**config.mk**
```make
export PLATFORM = sky130hd
export DESIGN_NAME = acrc_device_flat
export DESIGN_NICKNAME = d
export VERILOG_FILES = /design/src/design/acrc_pkg.sv /design/src/design/acrc_link_if.sv /design/src/design/acrc_device.sv /design/src/flat_wrapper.sv
export SDC_FILE = /design/constraint.sdc
export NUM_CORES = 1
export LEC_CHECK = 0
export BUFFER_PORTS_ARGS = -buffer_cell sky130_fd_sc_hd__buf_2
export CORE_ASPECT_RATIO = 2
export CORE_UTILIZATION = 53
export CTS_CLUSTER_SIZE = 16
export DETAILED_ROUTE_END_ITERATION = 12
export PLACE_DENSITY = 0.76
export REMOVE_ABC_BUFFERS = 1
export SYNTH_ARGS = -nofsm -noshare
export SYNTH_HDL_FRONTEND = slang
export SYNTH_SLANG_ARGS = --single-unit
```
**constraint.sdc**
```tcl
create_clock -name clock -period 2.8 [get_ports clock]
set_clock_uncertainty 0.15 [all_clocks]
set_input_delay 0.28 -clock clock [delete_from_list [all_inputs] [get_ports clock]]
set_output_delay 0.28 -clock clock [all_outputs]
set_load 0.03 [all_outputs]
```
**src/design/acrc_pkg.sv**
```systemverilog
`default_nettype none

package acrc_pkg;

  // ****************************************************************
  // Clock and word layout
  // ****************************************************************
  localparam real        CLK_PERIOD_NS  = 20.0;
  localparam int         RESULT_W       = 24;
  localparam int         SAMPLE_W       = 32;
  localparam int         TIMER_W        = 32;
  localparam logic [4:0] BITS_PER_WORD  = 5'h18;
  localparam logic [4:0] FORCE_PULSE    = 5'h19;
  localparam logic [4:0] CAL_PULSE      = 5'h1a;
  localparam logic [4:0] BIT_CNT_FIRST  = 5'h00;
  localparam logic [23:0] RESULT_POS_FS = 24'h7fffff;
  localparam logic [23:0] RESULT_NEG_FS = 24'h800000;

  // ****************************************************************
  // Synchroniser lanes on the device side
  // ****************************************************************
  localparam int SYNC_START = 0;
  localparam int SYNC_MODE  = 1;
  localparam int SYNC_SCLK  = 2;
  localparam int SYNC_W     = 3;

  // ****************************************************************
  // Times as printed and their cycle counts
  // ****************************************************************
  localparam real HS_CONV_MIN_MS     = 8.0;
  localparam real HS_CONV_MAX_MS     = 13.3;
  localparam real HR_CONV_MIN_MS     = 45.5;
  localparam real HR_CONV_MAX_MS     = 83.3;
  localparam real CAL_MIN_MS         = 187.0;
  localparam real CAL_MAX_MS         = 313.0;
  localparam real UPDATE_MIN_US      = 29.5;
  localparam real UPDATE_MAX_US      = 49.2;
  localparam real START_PULSE_MIN_US = 17.0;
  localparam real SCLK_PULSE_MIN_NS  = 100.0;

  localparam int HS_CONV_CYC     = int'($ceil(HS_CONV_MIN_MS * 1.0e6 / CLK_PERIOD_NS));
  localparam int HS_CONV_MAX_CYC = int'($floor(HS_CONV_MAX_MS * 1.0e6 / CLK_PERIOD_NS));
  localparam int HR_CONV_CYC     = int'($ceil(HR_CONV_MIN_MS * 1.0e6 / CLK_PERIOD_NS));
  localparam int HR_CONV_MAX_CYC = int'($floor(HR_CONV_MAX_MS * 1.0e6 / CLK_PERIOD_NS));
  localparam int CAL_CYC         = int'($ceil(CAL_MIN_MS * 1.0e6 / CLK_PERIOD_NS));
  localparam int CAL_MAX_CYC     = int'($floor(CAL_MAX_MS * 1.0e6 / CLK_PERIOD_NS));
  localparam int UPDATE_CYC      = int'($ceil(UPDATE_MIN_US * 1.0e3 / CLK_PERIOD_NS));
  localparam int UPDATE_MAX_CYC  = int'($floor(UPDATE_MAX_US * 1.0e3 / CLK_PERIOD_NS));
  localparam int START_PULSE_CYC = int'($ceil(START_PULSE_MIN_US * 1.0e3 / CLK_PERIOD_NS));
  // Double the minimum so the far end's two-stage synchroniser settles
  localparam int SCLK_HALF_CYC   = 2 * int'($ceil(SCLK_PULSE_MIN_NS / CLK_PERIOD_NS));

  // ****************************************************************
  // State types
  // ****************************************************************
  typedef enum logic [1:0] {
    DEV_CAL,
    DEV_OFF,
    DEV_CONV,
    DEV_UPDATE
  } acrc_dev_state_t;

  typedef enum logic [1:0] {
    HOST_IDLE,
    HOST_WAIT,
    HOST_HIGH,
    HOST_LOW
  } acrc_host_state_t;

endpackage : acrc_pkg

`default_nettype wire

```
**src/design/acrc_link_if.sv**
```systemverilog
`default_nettype none

interface acrc_link_if;
  logic start;
  logic mode;
  logic sclk;
  logic ready_and_serial_output;

  modport dev (
    input  start,
    input  mode,
    input  sclk,
    output ready_and_serial_output
  );

  modport host (
    output start,
    output mode,
    output sclk,
    input  ready_and_serial_output
  );
endinterface : acrc_link_if

`default_nettype wire

```
**src/design/acrc_device.sv**
```systemverilog
`default_nettype none

module acrc_device
  import acrc_pkg::*;
#(
  parameter int HS_CONV_CYCLES = HS_CONV_CYC,
  parameter int HR_CONV_CYCLES = HR_CONV_CYC,
  parameter int CAL_CYCLES     = CAL_CYC
) (
  // System
  input  wire logic                       clock,
  input  wire logic                       srst,
  // Link to the host
  acrc_link_if.dev                        link,
  // Modelled analog input, already scaled to result steps
  input  wire logic signed [SAMPLE_W-1:0] sample_in,
  // Status
  output logic                            converting,
  output logic                            calibrating,
  output logic                            powered_down
);

  // ****************************************************************
  // Pin synchronisers
  // ****************************************************************
  logic [SYNC_W-1:0] meta_reg;
  logic [SYNC_W-1:0] sync_reg;
  logic              sclk_prev_reg;

  always_ff @(posedge clock) begin
    if (srst) begin
      meta_reg      <= '0;
      sync_reg      <= '0;
      sclk_prev_reg <= 1'b0;
    end else begin
      meta_reg      <= {link.sclk, link.mode, link.start};
      sync_reg      <= meta_reg;
      sclk_prev_reg <= sync_reg[SYNC_SCLK];
    end
  end

  wire logic start_s   = sync_reg[SYNC_START];
  wire logic mode_s    = sync_reg[SYNC_MODE];
  wire logic sclk_s    = sync_reg[SYNC_SCLK];
  wire logic sclk_rise = sclk_s & ~sclk_prev_reg;
  wire logic sclk_fall = ~sclk_s & sclk_prev_reg;

  // ****************************************************************
  // State
  // ****************************************************************
  acrc_dev_state_t       state_reg;
  acrc_dev_state_t       state_next;
  logic [TIMER_W-1:0]    timer_reg;
  logic [TIMER_W-1:0]    timer_next;
  logic                  fast_reg;
  logic                  fast_next;
  logic [RESULT_W-1:0]   shift_reg;
  logic [RESULT_W-1:0]   shift_next;
  logic [4:0]            bit_cnt_reg;
  logic [4:0]            bit_cnt_next;
  logic                  dout_reg;
  logic                  dout_next;
  logic                  converting_reg;
  logic                  calibrating_reg;
  logic                  powered_down_reg;

  // ****************************************************************
  // Result shaping
  // ****************************************************************
  // Anything past full scale clips instead of wrapping
  wire logic signed [SAMPLE_W-1:0] pos_limit =
    $signed({{(SAMPLE_W-RESULT_W){1'b0}}, RESULT_POS_FS});
  wire logic signed [SAMPLE_W-1:0] neg_limit =
    $signed({{(SAMPLE_W-RESULT_W){1'b1}}, RESULT_NEG_FS});
  wire logic pos_over = (sample_in >= pos_limit);
  wire logic neg_over = (sample_in <= neg_limit);
  wire logic [RESULT_W-1:0] result_word =
    pos_over ? RESULT_POS_FS :
    neg_over ? RESULT_NEG_FS :
    sample_in[RESULT_W-1:0];

  // ****************************************************************
  // Timing decode
  // ****************************************************************
  wire logic [TIMER_W-1:0] conv_len =
    fast_reg ? TIMER_W'(HS_CONV_CYCLES) : TIMER_W'(HR_CONV_CYCLES);
  wire logic conv_done   = (timer_reg >= conv_len - 32'h1);
  wire logic cal_done    = (timer_reg >= TIMER_W'(CAL_CYCLES) - 32'h1);
  wire logic update_done = (timer_reg >= TIMER_W'(UPDATE_CYC) - 32'h1);

  // Shifting only while the word is stable; update and calibration ignore the clock
  wire logic shift_ok = (state_reg == DEV_OFF) || (state_reg == DEV_CONV);
  wire logic data_bit = (bit_cnt_reg < BITS_PER_WORD);
  wire logic cal_request = shift_ok && sclk_fall && (bit_cnt_reg == CAL_PULSE);

  // ****************************************************************
  // Next state
  // ****************************************************************
  always_comb begin
    state_next   = state_reg;
    timer_next   = timer_reg + 32'h1;
    fast_next    = fast_reg;
    shift_next   = shift_reg;
    bit_cnt_next = bit_cnt_reg;
    dout_next    = dout_reg;

    if (shift_ok && sclk_rise) begin
      if (data_bit) begin
        dout_next    = shift_reg[RESULT_W-1];
        shift_next   = {shift_reg[RESULT_W-2:0], 1'b0};
        bit_cnt_next = bit_cnt_reg + 5'h01;
      end else if (bit_cnt_reg == BITS_PER_WORD) begin
        dout_next    = 1'b1;
        bit_cnt_next = FORCE_PULSE;
      end else if (bit_cnt_reg == FORCE_PULSE) begin
        bit_cnt_next = CAL_PULSE;
      end
    end

    case (state_reg)
      DEV_CAL: begin
        // Sample input is not looked at here: inputs are disconnected
        if (cal_done) begin
          state_next = DEV_UPDATE;
          timer_next = '0;
        end
      end
      DEV_OFF: begin
        timer_next = '0;
        if (start_s) begin
          state_next = DEV_CONV;
          fast_next  = mode_s;
        end
      end
      DEV_CONV: begin
        if (conv_done) begin
          state_next = DEV_UPDATE;
          timer_next = '0;
          dout_next  = 1'b1;
        end
      end
      DEV_UPDATE: begin
        if (update_done) begin
          timer_next   = '0;
          shift_next   = result_word;
          bit_cnt_next = BIT_CNT_FIRST;
          dout_next    = 1'b0;
          if (start_s) begin
            state_next = DEV_CONV;
            fast_next  = mode_s;
          end else begin
            state_next = DEV_OFF;
          end
        end
      end
      default: begin
        state_next = DEV_CAL;
        timer_next = '0;
      end
    endcase

    // A calibration request abandons any conversion in flight
    if (cal_request) begin
      state_next = DEV_CAL;
      timer_next = '0;
      dout_next  = 1'b1;
    end
  end

  // ****************************************************************
  // Registers
  // ****************************************************************
  always_ff @(posedge clock) begin
    if (srst) begin
      state_reg   <= DEV_CAL;
      timer_reg   <= '0;
      fast_reg    <= 1'b0;
      shift_reg   <= '0;
      bit_cnt_reg <= CAL_PULSE;
      dout_reg    <= 1'b1;
    end else begin
      state_reg   <= state_next;
      timer_reg   <= timer_next;
      fast_reg    <= fast_next;
      shift_reg   <= shift_next;
      bit_cnt_reg <= bit_cnt_next;
      dout_reg    <= dout_next;
    end
  end

  always_ff @(posedge clock) begin
    if (srst) begin
      converting_reg   <= 1'b0;
      calibrating_reg  <= 1'b1;
      powered_down_reg <= 1'b0;
    end else begin
      converting_reg   <= (state_next == DEV_CONV);
      calibrating_reg  <= (state_next == DEV_CAL);
      powered_down_reg <= (state_next == DEV_OFF);
    end
  end

  // ****************************************************************
  // Outputs
  // ****************************************************************
  assign link.ready_and_serial_output = dout_reg;
  assign converting                   = converting_reg;
  assign calibrating                  = calibrating_reg;
  assign powered_down                 = powered_down_reg;

endmodule : acrc_device

`default_nettype wire

```
**src/flat_wrapper.sv**
```systemverilog
// flat-port wrapper written by rule: the top's interface ports become plain ports
module acrc_device_flat import acrc_pkg::*;
#(
  parameter int HS_CONV_CYCLES = HS_CONV_CYC,
  parameter int HR_CONV_CYCLES = HR_CONV_CYC,
  parameter int CAL_CYCLES     = CAL_CYC
)
  (clock, srst, sample_in, converting, calibrating, powered_down, link_start, link_mode, link_sclk, link_ready_and_serial_output);
  acrc_link_if link_i ();
  input  wire logic clock;
  input  wire logic srst;
  input  wire logic signed [SAMPLE_W-1:0] sample_in;
  output logic converting;
  output logic calibrating;
  output logic powered_down;
  input wire logic [$bits(link_i.start)-1:0] link_start;
  input wire logic [$bits(link_i.mode)-1:0] link_mode;
  input wire logic [$bits(link_i.sclk)-1:0] link_sclk;
  output wire logic [$bits(link_i.ready_and_serial_output)-1:0] link_ready_and_serial_output;
  assign link_i.start = link_start;
  assign link_i.mode = link_mode;
  assign link_i.sclk = link_sclk;
  assign link_ready_and_serial_output = link_i.ready_and_serial_output;
  acrc_device #(.HS_CONV_CYCLES(HS_CONV_CYCLES), .HR_CONV_CYCLES(HR_CONV_CYCLES), .CAL_CYCLES(CAL_CYCLES)) u_core (.clock(clock), .srst(srst), .link(link_i), .sample_in(sample_in), .converting(converting), .calibrating(calibrating), .powered_down(powered_down));
endmodule
```
; ---- Word-level counts from Yosys, hierarchy flattened
; Cells that the tools add are included.
[word_totals]
register_bits = 75
elab_cells = 76
output_inout_bits = 4
[classes]
addsub = 3
reduce_logical = 9
n_lt_le_gt_ge = 6
n_eq_ne = 9
n_mux = 33
bitwise_logic = 4
[ops]
columns = cell, n
row1 = 2-to-1 mux 24 bit, 6
row2 = one-hot mux 32 bit (4 select lines), 1
row3 = 2-to-1 mux 32 bit, 3
row4 = ">= comparator 32 x 24 -> 1 bit, second input constant", 2
row5 = "adder 32 x 1 -> 32 bit, second input constant", 1
row6 = ">= comparator 32 x 11 -> 1 bit, second input constant", 1
row7 = >= comparator 32 bit, 1
row8 = "less-or-equal comparator 32 x 24 -> 1 bit, second input constant", 1
row9 = "subtractor 32 x 1 -> 32 bit, second input constant", 1
row10 = 2-to-1 mux 5 bit, 6
row11 = 2-to-1 mux 22 bit, 1
row12 = "equality test 5 bit, second input constant", 3
row13 = 2-to-1 mux 2 bit, 6
row14 = one-hot mux 2 bit (4 select lines), 1
row15 = 2-to-1 mux 1 bit, 7
row16 = "equality test 2 bit, second input constant", 3
row17 = "adder 5 x 1 -> 5 bit, second input constant", 1
row18 = "< comparator 5 bit, second input constant", 1
row19 = "equality test 2 x 1 -> 1 bit, second input constant", 2
row20 = zero test 2 bit, 2
row21 = one-hot mux 1 bit (2 select lines), 2
row22 = logical AND 1 bit, 3
row23 = AND 1 bit, 2
row24 = "!= test 2 x 1 -> 1 bit, second input constant", 1
row25 = 5 further kinds, 6

; ---- Depth between registers and ports, before layout
[depth]
word_depth = 7
mapped_depth = 10

; ---- Least setup slack after synthesis
; Ideal clock, no wire load.
[synth_path]
path_type = register -> register
from = register u_core.fast_reg
to = register u_core.timer_reg[12]
synth_period_minus_slack_ps = 2768
path_stages_with_launch = 11
arrival_ps = 2499
slack_ps = 32
path_cell_list = dfxtp_1 inv_1 ha_1 and4b_1 or4b_2 a211oi_1 o31a_1 or3_1 buf_2 buf_8 nor2_4
[synth_between]
elab_chain_cells = 5
[synth_rtl]
columns = element, line
row1 = "start, declared", acrc_device.sv:55  ; logic fast_reg;
row2 = "start signal, assigned", acrc_device.sv:184  ; fast_reg <= fast_next;
row3 = 2-to-1 mux 22 bit, acrc_device.sv:86  ; fast_reg ? TIMER_W'(HS_CONV_CYCLES) : TIMER_W'(HR_CONV_CYCLES);
row4 = subtractor 32 x 1 -> 32 bit, acrc_device.sv:87  ; wire logic conv_done = (timer_reg >= conv_len - 32'h1);
row5 = >= comparator 32 bit, acrc_device.sv:87
row6 = 2-to-1 mux 32 bit, acrc_device.sv:136  ; if (conv_done) begin
row7 = one-hot mux 32 bit (4 select lines), acrc_device.sv:120  ; case (state_reg)
row8 = "end signal, assigned", acrc_device.sv:183  ; timer_reg <= timer_next;
row9 = "end, declared", acrc_device.sv:53  ; logic [TIMER_W-1:0] timer_reg;
; No other way between the ends.
; A chain may end at the register's enable or synchronous reset.

; ---- Final worst setup path
[layout_path]
from = register u_core.fast_reg
to = register u_core.timer_reg[18]
; Same word-level chain as after synthesis.

==> reports/qor.csv <==
metric,value,unit
status,"finished, final reports clean",
critPathMaxFanout,7,
synth_cell_types,56,
rsz0062_at_grt,false,
total_power,3.29,mW
stdcell_area,0.00464,sq mm
hold_class,primary input to flip-flop,
critPathTopFamily,simple AND/OR/NAND/NOR gates,
power_frac_comb,26.9,%
worstMarginPinSlew,0.614,ns
max_stage_delay,0.61,ns
drt_wl_total,10.0,mm
diodes,0,
pre_cts_ws,-0.106,ns
finalHoldViolCount,0,
cts_root_buf,clkbuf_16,
ant_nets,0,
yosys_most_used_dff,dfxtp_1,
setup_violations,0,
setup_ws,0.0883,ns
nets,562,
utilization,66.3,%
cp_num_buf_inv,2,
gp_congestion,0.880,
syn_area,0.00389,sq mm
pwr-share-clk,33.5,%
grt_pass1_vias,3690,
placed_cells,583,
synth_edf_count,0,
crit_arrival,2.79,ns
worstPathRequired,2.87,ns
grt_overflow,0,
holdWs,0.0195,ns
antenna_found_initial,0,
async_reset_ff_share,0,%
post-route-drc-count,0,
yosysWarnings,0,
yosysSeqAreaShare,38.6,%
coreArea,0.00699,sq mm
grt_max_degree,40,
synth_commonest_cells,"75 x dfxtp_1, 69 x nand2_1, 31 x a21oi_1, 24 x nor2_1, 23 x a311oi_1",
core.rowCount,43,
clock-sinks,75,
path_cells,inv_1 -> ha_1 -> and4b_1 -> or4b_2 -> a211oi_2 -> o31a_1 -> or3_4 -> clkbuf_16 -> nor2_4,
clkTransAtPathRegs,0.06,ns
cts_buffer_depth,2,
die-area,0.00770,sq mm
vias_per_cell,6.10,
start_util,55.6,%
cts_max_level,3,
startpoint_type,flip-flop,
grt_usage,27.4,%
fin_crit,2.71,ns
placed_area,0.00430,sq mm
synth_seq_cells,75,
hpwl,7.36,mm
power_density,709,mW/mm^2
drtIter0Drc,200,
maxSlewHeadroom,58.6,%
drive_gt1_share,20.5,%
synth_most_common_cell,dfxtp_1,
clk_latency,0.34,ns
fmax,369,MHz
cts_buffers,9,
grt_pass1_wl,16.4,mm
synth_area_leaders,"dfxtp_1 39%, nand2_1 6.7%, ha_1 6.1%",
die_w,62.6,microns
dr.pass1.iters,4,
final_cells,601,
vias,3667,
ir_drop,0.567,mV
p_sw_share,33.3,%
synth_top_area_share,38.6,%
yosysTopAreaCell,dfxtp_1,
synth_area_per_cell,8.67,sq um
largest_reg_flops,32,
cell_internal_pwr,2.19,mW
end_kind,flip-flop,
synthCells,448,
io_buffer_count,40,
fin_crit_sh,96.8,%
p_switching,1.09,mW
die_y,123,microns
pwr-share-seq,39.6,%
p_leak,1.75,nW
report.final.slew_viol_count,0,
io_pins,41,
cts_tree,yes,
critical-path-slowest-cell,or4b_2,
wl_per_cell,16.6,microns
finalSetupTns,0,ns
maxCapViolations,0,
path_class,flip-flop to flip-flop,
area_growth,19.3,%
==> cells by family (layout without fill, tap and decap cells) <==
| group | count (synthesis) | count (layout) | synth area share (%) |
|---|---|---|---|
| adders and majority gates | 19 | 19 | 6.12 |
| other | 1 | 8 | 0.0965 |
| and+or+nand+nor | 195 | 195 | 27.0 |
| AOI/OAI and AO/OA | 96 | 96 | 17.9 |
| xor gates and xnor gates | 23 | 23 | 5.18 |
| DFF | 75 | 75 | 38.6 |
| muxes | 4 | 4 | 1.03 |
| buffers and inverters | 35 | 91 | 3.99 |
==> layout by cell type (no fill, tap or decap), types with 2 or more instances in the layout <==
cell type	synthesis	layout
a211oi_1	5	4
a21boi_0	2	2
a21o_1	2	2
a21oi_1	31	30
a311oi_1	23	23
a31o_2	3	3
a31oi_1	5	5
a41oi_1	2	2
and3_1	8	8
buf_2	4	40
buf_4	0	21
clkbuf_16	0	10
clkinv_4	0	2
conb_1	1	8
dfxtp_1	75	74
ha_1	19	19
inv_1	11	11
inv_6	0	2
mux2i_1	4	4
nand2_1	69	69
nand3_1	11	11
nand4_1	16	16
nand4b_1	4	4
nor2_1	24	24
nor2_2	4	4
nor2_4	7	7
nor2b_1	9	9
nor3_1	6	6
nor4_1	22	22
o21ai_0	5	5
o21bai_1	4	4
or3_1	3	2
or4_1	3	3
or4_4	2	2
xnor2_1	9	9
xor2_1	14	14
==> final timing paths <==
kind | startpoint | endpoint | slack [ns] | cells past startpoint
max | u_core.fast_reg$_SDFFE_PP0P_ | u_core.timer_reg[18]$_SDFF_PP0_ | 0.09 | 9
max reg2reg | u_core.fast_reg$_SDFFE_PP0P_ | u_core.timer_reg[18]$_SDFF_PP0_ | 0.09 | 9
min reg2reg | u_core.meta_reg[0]$_SDFF_PP0_ | u_core.sync_reg[0]$_SDFF_PP0_ | 0.29 | 1
min | link_start | u_core.meta_reg[0]$_SDFF_PP0_ | 0.02 | 2
==> cell type report <==
type	instances	area (sq um)
clock buffer	10	239
inverter	11	41.3
fill	602	2360
clock inverter	6	47.5
timing repair buffer	64	413
multi-input combinational	345	2280
tap	90	113
sequential	75	1500
==> power by group through the flow <==
| stage | Sequential [mW] | Combinational, mW | Clock [mW] |
|---|---|---|---|
| after floorplan | 1.34 | 0.501 | 0 |
| after global placement | 1.32 | 0.805 | 0 |
| after detailed placement | 1.32 | 0.827 | 0 |
| after CTS | 1.30 | 0.838 | 1.11 |
| after global routing | 1.32 | 0.967 | 1.16 |
| final | 1.30 | 0.883 | 1.10 |
==> what timing repair did <==
action / CTS / global route
gates cloned: 0 / 1
hold buffers: 1 / 0
setup endpoints to repair: 18 / 18
gates resized for setup: 2 / 2
hold endpoints to repair: 1 / 0
pin swaps: 0 / 1
setup buffers: 0 / 0
==> metal layers <==
layer,vias up,GRT usage (%),wire length [microns],part of all wire [%]
met4,0,18.2,595,5.9
li1,1770,-,-,-
met5,-,0,0,0
met2,95,54.4,5530,55
met3,32,3.60,278,2.8
met1,1770,25.2,3600,36
Note: power is estimated with default switching activity, not from simulation.
